File: config.mk
export PLATFORM = sky130hd
export DESIGN_NAME = awsc_top
export DESIGN_NICKNAME = d
export VERILOG_FILES = /design/src/inc/awsc_pkg.sv /design/src/core/awsc_evt_src.sv /design/src/core/awsc_rate_tick.sv /design/src/core/awsc_top.sv
export VERILOG_INCLUDE_DIRS = /design/src /design/src/inc
export SDC_FILE = /design/constraint.sdc
export NUM_CORES = 1
export LEC_CHECK = 0
export BUFFER_PORTS_ARGS = -buffer_cell sky130_fd_sc_hd__buf_2
export CAP_MARGIN = 20
export CORE_MARGIN = 8
export CORE_UTILIZATION = 25
export DETAILED_ROUTE_END_ITERATION = 12
export GPL_TIMING_DRIVEN = 0
export PLACE_DENSITY_LB_ADDON = 0.25
export SLEW_MARGIN = 40
export SYNTH_ARGS = -nofsm -noshare
export SYNTH_HDL_FRONTEND = slang
export SYNTH_SLANG_ARGS = --single-unit
File: constraint.sdc
create_clock -name CORE_CLK -period 3.2 [get_ports CORE_CLK]
set_input_delay 0.64 -clock CORE_CLK [delete_from_list [all_inputs] [get_ports CORE_CLK]]
set_output_delay 0.64 -clock CORE_CLK [all_outputs]
set_load 0.02 [all_outputs]
File: src/inc/awsc_consts.svh
`ifndef AWSC_CONSTS_SVH
`define AWSC_CONSTS_SVH

// Register indices; byte address is four times the index
`define AWSC_IDX_INACT        6'h29
`define AWSC_IDX_CTRL_ONE     6'h2A
`define AWSC_IDX_CTRL_TWO     6'h2B
`define AWSC_IDX_WAKE_CFG     6'h2C
`define AWSC_IDX_INT_CFG      6'h2D
`define AWSC_IDX_STATUS       6'h30
`define AWSC_IDX_MASK         6'h31
`define AWSC_IDX_STATE        6'h32

// Reset values
`define AWSC_RST_BYTE         8'h00

// system_control_one fields
`define AWSC_SLEEP_RATE_LSB   6
`define AWSC_WAKE_RATE_LSB    3
`define AWSC_ACTIVE_BIT       0

// system_control_two fields
`define AWSC_SOFT_RST_BIT     6
`define AWSC_AUTO_SLEEP_BIT   2

// wake_source_config fields: gate bit, then wake selects for sources 1..4
`define AWSC_FIFO_GATE_BIT    7
`define AWSC_WAKE_SEL_LSB     3

// interrupt_enable_config fields: transition enable, source enables 0..4
`define AWSC_SW_INT_BIT       7
`define AWSC_INT_SRC_LSB      2

// Status / mask bits
`define AWSC_ST_TRANSITION    0
`define AWSC_ST_REFUSED       1

// Source vector: 0 FIFO gate, 1 freefall/motion, 2 tap, 3 orientation, 4 transient
`define AWSC_NUM_SRC          5

// Timing
`define AWSC_CLK_PERIOD_NS    10
`define AWSC_BASE_PERIOD_NS   1250000
`define AWSC_STEP_NS          320000000
`define AWSC_STEP_SLOW_NS     640000000
`define AWSC_BASE_CYCLES      (`AWSC_BASE_PERIOD_NS / `AWSC_CLK_PERIOD_NS)
`define AWSC_STEP_BASE_TICKS  (`AWSC_STEP_NS / `AWSC_BASE_PERIOD_NS)
`define AWSC_SLOW_BASE_TICKS  (`AWSC_STEP_SLOW_NS / `AWSC_BASE_PERIOD_NS)

// Log2 of base ticks per sample for rate codes 0..7, one nibble per code
`define AWSC_RATE_SHIFTS      32'h9764_3210
`define AWSC_SLOWEST_SHIFT    4'h9

`endif

File: src/inc/awsc_pkg.sv
package awsc_pkg;

  // Operating mode of the sequencer
  typedef enum logic [1:0] {
    AWSC_STANDBY = 2'b00,
    AWSC_WAKE    = 2'b01,
    AWSC_SLEEP   = 2'b10
  } awsc_mode_type;

  // Whole state of the controller
  typedef struct packed {
    awsc_mode_type mode;
    logic [7:0]    inact_dur;
    logic [7:0]    ctrl_one;
    logic [7:0]    ctrl_two;
    logic [7:0]    wake_cfg;
    logic [7:0]    int_cfg;
    logic [1:0]    status;
    logic [1:0]    mask;
    logic [8:0]    sub_cnt;
    logic [7:0]    step_cnt;
    logic          hold;
    logic [2:0]    rate;
    logic          ack;
    logic [7:0]    rdata;
  } awsc_state_type;

  // State of the sample-rate divider
  typedef struct packed {
    logic [16:0] cyc;
    logic [8:0]  base;
    logic        tick;
  } awsc_tick_type;

endpackage

File: src/core/awsc_evt_src.sv
`timescale 1ns/1ps
module awsc_evt_src
  import awsc_pkg::*;
#(
  parameter bit CAN_WAKE = 1'b1
) (
  // Event and its configuration
  input  wire logic evt,
  input  wire logic int_en,
  input  wire logic wake_sel,
  // Qualified effects
  output logic      restart,
  output logic      wake
);

  // Any enabled source restarts the idle timer
  assign restart = evt & int_en;
  // Waking also needs the wake select; a gate-only source never wakes
  assign wake = CAN_WAKE & evt & int_en & wake_sel;

endmodule

File: src/core/awsc_rate_tick.sv
`timescale 1ns/1ps
`include "awsc_consts.svh"
module awsc_rate_tick
  import awsc_pkg::*;
#(
  parameter int BASE_CYCLES = `AWSC_BASE_CYCLES
) (
  // Clock and reset
  input  wire logic       clk,
  input  wire logic       rst_n,
  input  wire logic       soft_clr,
  // Selected rate code
  input  wire logic [2:0] rate_code,
  // One-cycle pulse per sample
  output logic            odr_tick
);

  awsc_tick_type t_q;  // Registered divider state
  awsc_tick_type t_d;  // Next divider state

  logic [3:0] shift;   // Base ticks per sample, log2
  logic [8:0] phase;   // Base counter bits that must be zero
  logic       base_hit;

  // Rate code picks how many base ticks make one sample
  always_comb begin
    t_d      = t_q;
    shift    = 4'(`AWSC_RATE_SHIFTS >> {rate_code, 2'b00});
    phase    = 9'h1FF >> (4'h9 - shift);
    base_hit = (t_q.cyc == 17'(BASE_CYCLES - 1));
    t_d.tick = 1'b0;
    if (base_hit) begin
      t_d.cyc  = '0;
      t_d.base = t_q.base + 9'h001;
      // Sample edge when the low bits of the base count wrap
      t_d.tick = ((t_q.base & phase) == 9'h000);
    end else begin
      t_d.cyc = t_q.cyc + 17'h0_0001;
    end
    if (soft_clr) begin
      t_d = '0;
    end
  end

  // Divider registers
  always_ff @(posedge clk) begin
    if (!rst_n) begin
      t_q <= '0;
    end else begin
      t_q <= t_d;
    end
  end

  assign odr_tick = t_q.tick;

endmodule

File: src/core/awsc_top.sv
// Summary of operation
// - Auto sleep drops to sleep rate after idle
// - Idle duration: 8-bit RW register, resets zero
// - Idle step 320 ms, 640 ms at slowest
// - FIFO gate and motion events restart timer
// - Only motion events wake; FIFO never wakes
// - Transition and sample-ready events change nothing
// - Gate holds FIFO across rate change until flush
// - Functions keep running at sleep rate asleep
// - Auto sleep off: only standby and wake
// - Enabled transition interrupt on every sleep change
// - Sleep rate field picks four sleep rates
// - Sleep rate overrides rate for whole system
// - Wake rate field picks eight wake rates
// - Auto sleep enable bit defaults off
//
// The Avalon-MM interface to the registers was decided locally.
`timescale 1ns/1ps
`include "awsc_consts.svh"
module awsc_top
  import awsc_pkg::*;
#(
  parameter int BASE_CYCLES = `AWSC_BASE_CYCLES
) (
  // Clock and reset
  input  wire logic        CORE_CLK,
  input  wire logic        RST_N,
  // Avalon-MM register slave
  input  wire logic [7:0]  AVS_ADDRESS,
  input  wire logic        AVS_READ,
  input  wire logic        AVS_WRITE,
  input  wire logic [31:0] AVS_WRITEDATA,
  input  wire logic [3:0]  AVS_BYTEENABLE,
  output logic [31:0]      AVS_READDATA,
  output logic             AVS_WAITREQUEST,
  // Detection events, one-cycle pulses
  input  wire logic        EVT_TRANSIENT,
  input  wire logic        EVT_ORIENTATION,
  input  wire logic        EVT_TAP,
  input  wire logic        EVT_FREEFALL_MOTION,
  input  wire logic        EVT_FIFO_GATE,
  // Sample FIFO gating
  input  wire logic        SAMPLE_VALID,
  input  wire logic        FIFO_FLUSH,
  output logic             SAMPLE_WRITE,
  output logic             FIFO_HOLD,
  // Rate and mode
  output logic             SAMPLE_TICK,
  output logic [2:0]       RATE_CODE,
  output logic [1:0]       MODE,
  // Interrupt
  output logic             IRQ
);

  // One image serves both the pin reset and the software reset, so the
  // two can never disagree about a default
  localparam awsc_state_type S_RST = '0;  // All fields zero, standby

  awsc_state_type s_q;  // Registered state
  awsc_state_type s_d;  // Next state

  logic [`AWSC_NUM_SRC-1:0] src_evt;      // Raw event vector
  logic [`AWSC_NUM_SRC-1:0] src_int_en;   // Per-source enables
  logic [`AWSC_NUM_SRC-1:0] src_wake_sel; // Per-source wake selects
  logic [`AWSC_NUM_SRC-1:0] src_restart;  // Qualified restarts
  logic [`AWSC_NUM_SRC-1:0] src_wake;     // Qualified wakes
  logic                     odr_tick;     // Sample tick at current rate
  logic                     req;          // Bus request present
  logic                     accept;       // Bus request completes now
  logic [5:0]               idx;          // Word index of the access
  logic                     soft_clr;     // Software reset this edge
  logic                     transition;   // Sleep entry or exit
  logic                     auto_on;      // Auto sleep enabled
  logic                     active;       // Active bit
  logic [3:0]               wake_shift;   // Log2 base ticks per sample
  logic [9:0]               per_step;     // Samples per idle step
  logic [7:0]               rd_mux;       // Read data selection

  // Source vector, order fixed by the field layout
  // Index 0 is FIFO activity, which may restart the timer but never wake
  assign src_evt      = {EVT_TRANSIENT, EVT_ORIENTATION, EVT_TAP,
                         EVT_FREEFALL_MOTION, EVT_FIFO_GATE};
  assign src_int_en   = s_q.int_cfg[`AWSC_INT_SRC_LSB +: `AWSC_NUM_SRC];
  assign src_wake_sel = {s_q.wake_cfg[`AWSC_WAKE_SEL_LSB +: 4], 1'b0};

  // One qualifier per source; only the FIFO gate cannot wake
  genvar g;
  generate
    for (g = 0; g < `AWSC_NUM_SRC; g++) begin : g_src
      awsc_evt_src #(
        .CAN_WAKE (g != 0)
      ) u_src (
        .evt      (src_evt[g]),
        .int_en   (src_int_en[g]),
        .wake_sel (src_wake_sel[g]),
        .restart  (src_restart[g]),
        .wake     (src_wake[g])
      );
    end
  endgenerate

  // Sample tick generator follows the effective rate code
  // A rate change does not restart the divider, so the first tick may come early
  awsc_rate_tick #(
    .BASE_CYCLES (BASE_CYCLES)
  ) u_tick (
    .clk       (CORE_CLK),
    .rst_n     (RST_N),
    .soft_clr  (soft_clr),
    .rate_code (s_q.rate),
    .odr_tick  (odr_tick)
  );

  // Bus decode; one wait state on every access
  // The wait cycle lets read data come from a flop instead of the mux,
  // at the cost of one extra cycle per register access
  assign req      = AVS_READ | AVS_WRITE;
  assign accept   = req & s_q.ack;
  assign idx      = AVS_ADDRESS[7:2];
  assign soft_clr = accept & AVS_WRITE & AVS_BYTEENABLE[0] &
                    (idx == `AWSC_IDX_CTRL_TWO) &
                    AVS_WRITEDATA[`AWSC_SOFT_RST_BIT];
  assign auto_on  = s_q.ctrl_two[`AWSC_AUTO_SLEEP_BIT];
  assign active   = s_q.ctrl_one[`AWSC_ACTIVE_BIT];

  // Idle step length in samples at the wake rate
  always_comb begin
    // Nibble lookup; only the low four bits of the shifted word are kept
    wake_shift = 4'(`AWSC_RATE_SHIFTS >>
                    {s_q.ctrl_one[`AWSC_WAKE_RATE_LSB +: 3], 2'b00});
    // Slowest rate doubles the step, which leaves one sample per step
    if (wake_shift == `AWSC_SLOWEST_SHIFT) begin
      per_step = 10'(`AWSC_SLOW_BASE_TICKS >> wake_shift);
    end else begin
      per_step = 10'(`AWSC_STEP_BASE_TICKS >> wake_shift);
    end
  end

  // Read multiplexer; unmapped words read zero
  always_comb begin
    case (idx)
      `AWSC_IDX_INACT:    rd_mux = s_q.inact_dur;
      `AWSC_IDX_CTRL_ONE: rd_mux = s_q.ctrl_one;
      `AWSC_IDX_CTRL_TWO: rd_mux = s_q.ctrl_two;
      `AWSC_IDX_WAKE_CFG: rd_mux = s_q.wake_cfg;
      `AWSC_IDX_INT_CFG:  rd_mux = s_q.int_cfg;
      `AWSC_IDX_STATUS:   rd_mux = {6'h00, s_q.status};
      `AWSC_IDX_MASK:     rd_mux = {6'h00, s_q.mask};
      `AWSC_IDX_STATE:    rd_mux = {2'h0, s_q.hold, s_q.rate, s_q.mode};
      default:            rd_mux = 8'h00;
    endcase
  end

  // Next-state logic: bus, mode sequencer, FIFO gate, status
  always_comb begin
    s_d        = s_q;
    transition = 1'b0;
    s_d.ack    = req & ~s_q.ack;
    // Read data captured in the wait cycle, shown at the accepting edge
    if (req && !s_q.ack) begin
      s_d.rdata = rd_mux;
    end
    // Register writes, low byte lane only
    if (accept && AVS_WRITE && AVS_BYTEENABLE[0]) begin
      case (idx)
        `AWSC_IDX_INACT: begin
          s_d.inact_dur = AVS_WRITEDATA[7:0];
        end
        `AWSC_IDX_CTRL_ONE: begin
          // Rates only change in standby; active bit always
          // A rate change mid-run would leave the idle step length stale
          if (s_q.mode == AWSC_STANDBY) begin
            s_d.ctrl_one = AVS_WRITEDATA[7:0];
          end else begin
            s_d.ctrl_one[`AWSC_ACTIVE_BIT] = AVS_WRITEDATA[`AWSC_ACTIVE_BIT];
          end
        end
        `AWSC_IDX_CTRL_TWO: begin
          // Reset bit is self-clearing and always reads zero
          s_d.ctrl_two = AVS_WRITEDATA[7:0] & 8'hBF;
        end
        `AWSC_IDX_WAKE_CFG: begin
          s_d.wake_cfg = AVS_WRITEDATA[7:0];
        end
        `AWSC_IDX_INT_CFG: begin
          s_d.int_cfg = AVS_WRITEDATA[7:0];
        end
        `AWSC_IDX_MASK: begin
          s_d.mask = AVS_WRITEDATA[1:0];
        end
        default: begin
          // Read-only or unmapped: ignored
        end
      endcase
    end
    // Reading status clears it; sets below win over this clear
    // so an event in the clearing cycle is never lost
    if (accept && AVS_READ && idx == `AWSC_IDX_STATUS) begin
      s_d.status = 2'b00;
    end
    // Mode sequencer; sleep/wake and sample-ready never steer it
    case (s_q.mode)
      AWSC_STANDBY: begin
        if (active) begin
          s_d.mode     = AWSC_WAKE;
          s_d.sub_cnt  = '0;
          s_d.step_cnt = '0;
        end
      end
      AWSC_WAKE: begin
        if (!active) begin
          s_d.mode = AWSC_STANDBY;
        end else if (|src_restart) begin
          // Enabled activity delays the return to sleep
          s_d.sub_cnt  = '0;
          s_d.step_cnt = '0;
        end else if (odr_tick) begin
          if (auto_on && s_q.step_cnt >= s_q.inact_dur) begin
            s_d.mode   = AWSC_SLEEP;
            transition = 1'b1;
          end else if (10'(s_q.sub_cnt) + 10'h001 >= per_step) begin
            s_d.sub_cnt = '0;
            // Saturate so long idle cannot wrap
            if (s_q.step_cnt != 8'hFF) begin
              s_d.step_cnt = s_q.step_cnt + 8'h01;
            end
          end else begin
            s_d.sub_cnt = s_q.sub_cnt + 9'h001;
          end
        end
      end
      AWSC_SLEEP: begin
        // Leaving to standby is not a sleep transition, so no interrupt
        if (!active) begin
          s_d.mode = AWSC_STANDBY;
        end else if ((|src_wake) || !auto_on) begin
          // Selected events wake; auto sleep off forbids staying
          s_d.mode     = AWSC_WAKE;
          s_d.sub_cnt  = '0;
          s_d.step_cnt = '0;
          transition   = 1'b1;
        end
      end
      default: begin
        s_d.mode = AWSC_STANDBY;
      end
    endcase
    // Effective rate: sleep rate overrides the wake rate
    // Taken from the next mode so rate and mode change on the same edge
    if (s_d.mode == AWSC_SLEEP) begin
      s_d.rate = {1'b1, s_d.ctrl_one[`AWSC_SLEEP_RATE_LSB +: 2]};
    end else begin
      s_d.rate = s_d.ctrl_one[`AWSC_WAKE_RATE_LSB +: 3];
    end
    // FIFO hold: flush releases, a gated rate change sets; set wins
    if (FIFO_FLUSH) begin
      s_d.hold = 1'b0;
    end
    if (transition && s_q.wake_cfg[`AWSC_FIFO_GATE_BIT]) begin
      s_d.hold = 1'b1;
    end
    // Sticky status events
    // Refused samples are flagged so software knows data was dropped
    if (transition && s_q.int_cfg[`AWSC_SW_INT_BIT]) begin
      s_d.status[`AWSC_ST_TRANSITION] = 1'b1;
    end
    if (SAMPLE_VALID && s_q.hold) begin
      s_d.status[`AWSC_ST_REFUSED] = 1'b1;
    end
    // Software reset restores every default, bus handshake kept
    if (soft_clr) begin
      s_d     = S_RST;
      s_d.ack = 1'b0;
    end
  end

  // State register
  // Synchronous reset only; every reset value is a constant
  always_ff @(posedge CORE_CLK) begin
    if (!RST_N) begin
      s_q <= S_RST;
    end else begin
      s_q <= s_d;
    end
  end

  // Bus answers
  assign AVS_WAITREQUEST = req & ~s_q.ack;
  assign AVS_READDATA    = {24'h00_0000, s_q.rdata};

  // Samples pass only while the gate is open
  // Combinational, so a sample refused in this cycle never reaches the FIFO
  assign SAMPLE_WRITE = SAMPLE_VALID & ~s_q.hold;
  assign FIFO_HOLD    = s_q.hold;

  // Detection blocks sample on this tick in wake and sleep alike
  assign SAMPLE_TICK = odr_tick & (s_q.mode != AWSC_STANDBY);
  assign RATE_CODE   = s_q.rate;
  assign MODE        = s_q.mode;

  // Level interrupt from unmasked sticky status
  // The mask gates the pin only; status bits stay set underneath
  assign IRQ = |(s_q.status & s_q.mask);

endmodule

==> impl_metrics.toml, run 1 <==
[status]
run_status = "finished with violations"
violations = "negative setup slack"

[setup_path]
crit_family = "simple AND/OR/NAND/NOR gates"
crit_chain = "ha_4, or3_4, ha_4, nand2_2, or4_4, ha_4, o21ai_2, a221oi_2, buf_4, o21ai_4, or4b_4, a31oi_4"
max_stage_delay_ps = 510
required_ps = 3480
end_kind = "register"
worst_path_max_delay_cell = "or4b_4"
cpMostUsedCell = "ha_4"
r2r_start = "s_q[62]"
critPathBufInv = 1
startpoint_type = "register"
path_max_fanout = 4
worstSetupStartpoint = "s_q[62]"
worstPathArrival_ps = 3590
path_class = "reg -> reg"

[min_path]
min_path_type = "reg -> reg"
worstHoldStart = "u_tick.t_q[10]"

[cts]
tritoncts = "built"
clkSinkCount = 102
clk_pin_slew_ps = 80
numCtsBuffers = 9
ctsHtreeMaxLevel = 3
clockRootBuffer = "clkbuf_16"
clkLatencyLatePin_ps = 360
clock_path_buffers = 2

[logic_synthesis]
synth_edf_count = 0
synth_seq_cells = 102
syn_area_mm2 = 0.00600
synth-async-reset-ratio_pct = 0
synth_cell_types = 71
synthCells = 725
yosys_warnings = 0
synth-seq-area-share_pct = 34.0
synth-main-ff-cell = "dfxtp_1"
syn_avg_cell_area_um2 = 8.27

[sta]
tightest_slew_ps = 699
final.setup.tns_ps = -222
fin_skew_ps = 8.92
clock.fmax_mhz = 303
timing.final.crit_share_pct = 103
setup_viol = 7
slew_headroom_pct = 53.4
slew_violations = 0
worst_hold_slack_ps = 461
rsz0062_at_grt = "yes"
hold_viol_final = 0
fin_ws_ps = -104
period_needed_ps = 3300

[route]
drt-wirelength-per-cell_um = 15.4
dr_total_vias = 5341
first_pass_iters = 7
drc = 0
drt-total-wl_mm = 17.5
ant_nets = 0
first_iter_violations = 397
vias_per_cell = 4.70

[layout]
areaGrowthSynthToFinish_pct = 22.2
layout_common_cells = "dfxtp_1 (100), nor2_1 (88), nand2_1 (71)"
finalNonFillerCells = 1137
final_util_pct = 31.1
fin_nets = 900
drive_gt1_share_pct = 21.9
antenna-diode-count = 0
final_area_mm2 = 0.00733
final_common_cell = "dfxtp_1"

[global_route]
antenna_found_initial = 0
grt_pass1_vias = 5053
grt_max_degree = 21
track_usage_pct = 12.1
grt_pass1_wl_mm = 27.8
grt.overflow.total = 0

[die]
ios = 97
rows = 56
die_w_um = 171
initial_core_util_pct = 25.5
dieArea_mm2 = 0.0292
core_mm2 = 0.0235
die_y_um = 171

[power_and_ir_drop]
total_power_mw = 2.67
peakVddDrop_uv = 228
power.density_mw_per_mm2 = 364
p_leak_nw = 2.83

[run]
maxCapViolations = 0

[place]
place_area_mm2 = 0.00675
place_inst = 1109
routabilityCongestion = 0.796
dp_worst_setup_slack_ps = -294
dp_hpwl_mm = 13.4
port_buffers = 42
[worst reg2reg max path: stages, from the launching register on]
cell	delay (ps)
dfxtp_4	380
ha_4	240
or3_4	390
ha_4	280
nand2_2	60
or4_4	430
ha_4	280
o21ai_2	60
a221oi_2	210
buf_4	190
o21ai_4	60
or4b_4	510
a31oi_4	140
[routing by layer]
metal  track usage, %  wire length [um]  up-vias  part of all wire, %
li1                 -                 -     2728                    -
met1             15.5              8470     2520                   48
met2             20.0              8150       83                   47
met3             3.20               727       10                  4.2
met4             2.53               170        0                 0.97
met5                0                 0        -                    0
[state kept, by name, indices dropped and copies added, names as in the netlist]
signal and count:
active 1, s_q 59, RATE_CODE 3, u_tick.odr_tick 1, FIFO_HOLD 1, AVS_READDATA 8, u_tick.t_q 26, MODE 2
auto_on 1
[cells in the mapped netlist, types with 7 or more instances]
master | count | area share, %
dfxtp_1 | 102 | 34
nor2_1 | 88 | 5.5
nand2_1 | 74 | 4.6
nand3_1 | 43 | 3.6
a21oi_1 | 38 | 3.2
buf_4 | 38 | 4.8
ha_1 | 32 | 6.7
mux2i_1 | 29 | 4.8
inv_1 | 25 | 1.6
nand4_1 | 20 | 2.1
xor2_1 | 18 | 2.6
o21ai_0 | 16 | 1.3
a22oi_1 | 15 | 1.9
buf_2 | 15 | 1.3
and3_1 | 13 | 1.4
a31oi_1 | 12 | 1.3
clkbuf_1 | 11 | 0.69
nor3_1 | 11 | 0.92
xnor2_1 | 11 | 1.6
a222oi_1 | 9 | 1.5
nor2b_1 | 8 | 0.83
o22ai_1 | 7 | 0.73
[cell type report]
type	count	area [um^2]
clock buffers	9	225
repair buffers	54	304
fillers	2520	16200
flip-flops and latches	102	2050
plain buffers	64	407
clock inverters	7	103
multi-input cells	557	3750
inverters	25	93.8
well taps	319	399
[cell families after synthesis]
kind of cell	synth area share [%]
AOI/OAI and AO/OA	16.4
xor gates and xnor gates	4.23
adders and majority gates	6.67
buffers and inverters	8.26
DFF	34.0
muxes	5.40
other	0.0625
and+or+nand+nor	25.0
[where the power goes]
| part | total [mW] | switching, mW | internal [mW] |
|---|---|---|---|
| Combinational | 0.186 | 0.122 | 0.0642 |
| Clock | 1.20 | 0.567 | 0.635 |
| Sequential | 1.28 | 0.00674 | 1.27 |
| Total | 2.67 | 0.696 | 1.97 |
[final timing paths]
kind	endpoint	slack [ps]	cells past startpoint
setup reg to reg	s_q[20]	-100	12
hold reg to reg	u_tick.t_q[10]	460	1
setup / recovery	s_q[20]	-100	12
hold / removal	u_tick.t_q[10]	460	1
[what timing repair did]
item,in CTS,in global routing
hold buffers,0,0
gates resized for setup,14,22
gates cloned,0,1
pin swaps,15,24
setup buffers,11,0
setup endpoints to repair,17,17
(Power assumes the default switching activity.)
==> run 2: changes to the inputs <==
Clock period 3.2 ns to 3.9 ns, I/O delays scaled along.
==> run 2 against run 1 <==
  * The run now ends clean
  * Global-route usage is 0.081 points lower
  * Combinational power is 17% lower
  * Clock power is 25% lower
  * Non-clock buffer count is 8 lower
  * Power is 21% lower
  * Final cell count is 0.70% lower
  * Sequential power is 18% lower
  * Via count is 0.64% higher
  * Routed wire length is 0.21% higher
  * Clock-buffer cell count stayed put
  * Die area stayed put
  * Cell area is 3.9% lower
  * Largest cell class unchanged
  * Highest routed layer is now met5
==> impl_metrics.toml, run 2 (same netlist as run 1, synthesis figures left out) <==
[layout]
final_common_cell = "dfxtp_1"
fin_nets = 892
regMostFlops = "s_q"
antenna-diode-count = 0
drive_gt1_share_pct = 18.3
areaGrowthSynthToFinish_pct = 17.5
finalNonFillerCells = 1129
final_area_mm2 = 0.00705
largest_reg_flops = 59
layout_common_cells = "dfxtp_1 (100), nor2_1 (88), nand2_1 (74)"
fillers = 2595

[route]
vias_per_cell = 4.76
drt-total-wl_mm = 17.5
dr_total_vias = 5375
first_iter_violations = 416
drt-wirelength-per-cell_um = 15.5
first_pass_iters = 6
ant_nets = 0
drc = 0

[setup_path]
end_kind = "register"
path_class = "reg -> reg"
required_ps = 4190
worst_r2r_path_depth = 13
path_max_fanout = 10
worstPathArrival_ps = 3910
startpoint_type = "register"
r2r_end = "s_q[26]"
regToRegSetupSlack_ps = 280
r2r_start = "s_q[61]"

[power_and_ir_drop]
peakVddDrop_uv = 183
p_leak_nw = 2.73
power.density_mw_per_mm2 = 299

[sta]
clock.fmax_mhz = 276
setup_viol = 0
tightest_slew_ps = 742
timing.final.crit_share_pct = 92.8
slew_violations = 0
slew_headroom_pct = 50.3
hold_viol_final = 0
fin_skew_ps = 8.73
period_needed_ps = 3620
worst_hold_slack_ps = 463
rsz0062_at_grt = "no"
final.setup.tns_ps = 0

[cts]
ctsHtreeMaxLevel = 3
clkSinkCount = 102
clkLatencyLatePin_ps = 360
numCtsBuffers = 9
clk_pin_slew_ps = 80
clock_path_buffers = 2
tritoncts = "built"
cts_hold_repair.buffers = 0
clockRootBuffer = "clkbuf_16"

[die]
rows = 56
die_y_um = 171
die_w_um = 171
ios = 97
dieArea_mm2 = 0.0292
initial_core_util_pct = 25.5
core_mm2 = 0.0235

[min_path]
worstHoldStart = "u_tick.t_q[10]"
worstHoldEndpoint = "u_tick.t_q[10]"
min_path_type = "reg -> reg"
worstHoldPathCells = 1

[place]
port_buffers = 42
dp_hpwl_mm = 13.2
place_inst = 1109
routabilityCongestion = 0.787
place_area_mm2 = 0.00671

[global_route]
track_usage_pct = 12.0
grt.overflow.total = 0
antenna_found_initial = 1
grt_max_degree = 19
grt_pass1_wl_mm = 27.6
grt_pass1_vias = 5092

[status]
run_status = "finished clean"

[run]
maxCapViolations = 0
## run 2: cell count changes in the layout (fill, tap and decap cells not counted), sizes merged
cell,change
buf,-8
clkinv,-2
clkinvlp,+2
bufinv,-1
inv,+1
## run 2: final cells by class
type	count	area, um^2	area share [%]
Multi-Input combinational cell	557	3580	50.9
Sequential cell	102	2040	29.0
Buffer	64	402	5.70
Tap cell	319	399	5.67
Timing Repair Buffer	46	240	3.41
Clock buffer	9	225	3.20
Inverter	25	93.8	1.33
Clock inverter	7	57.6	0.817
## run 2: worst max-delay path, stage by stage, from the launching register on
cell and delay (ps):
dfxtp_2 390, ha_2 320, or3_1 440, ha_4 310, nand2_1 60, nor3_1 230
ha_1 270, or3b_1 370, o2111ai_1 120, a221oi_2 150, nor3_1 350, buf_4 250
nand4b_1 120, a31oi_1 170
## run 2: where the power goes
part	internal (mW)	leakage [nW]	switching (mW)
Clock	0.443	0.134	0.456
Sequential	1.05	0.824	0.00477
Combinational	0.0527	1.77	0.101
## run 2: repair_timing
item	4_1_cts	5_1_grt
setup endpoints to repair	0	15
buffers inserted	0	4
resized for setup	0	6
## run 2: how the worst max path moves through the flow
stage | start | end | depth (start not counted)
5_1_grt | s_q[61] | s_q[26] | 13
6_report | s_q[61] | s_q[26] | 13
4_1_cts | s_q[61] | s_q[20] | 12
3_3_place_gp | s_q[62] | s_q[20] | 12
3_5_place_dp | s_q[62] | s_q[20] | 12
2_1_floorplan | s_q[62] | s_q[20] | 12
## run 2: metal layers
metal  wire, um  global-route usage, %  up-vias
met5         10                      0        -
met4        214                   3.02        2
met3        896                   2.47       18
met2       7990                   18.8      116
met1       8430                   16.5     2522
li1           -                      -     2717
## run 2: through the flow
step                      power [mW]  setup WS, ps  util (%)
after global placement          1.23          89.5      28.4
after floorplan                 1.17           532         -
after CTS                       2.13          62.6      29.7
final                           2.11           281      29.9
after global routing            2.18          59.9      29.9
after detailed placement        1.23          73.5      28.5
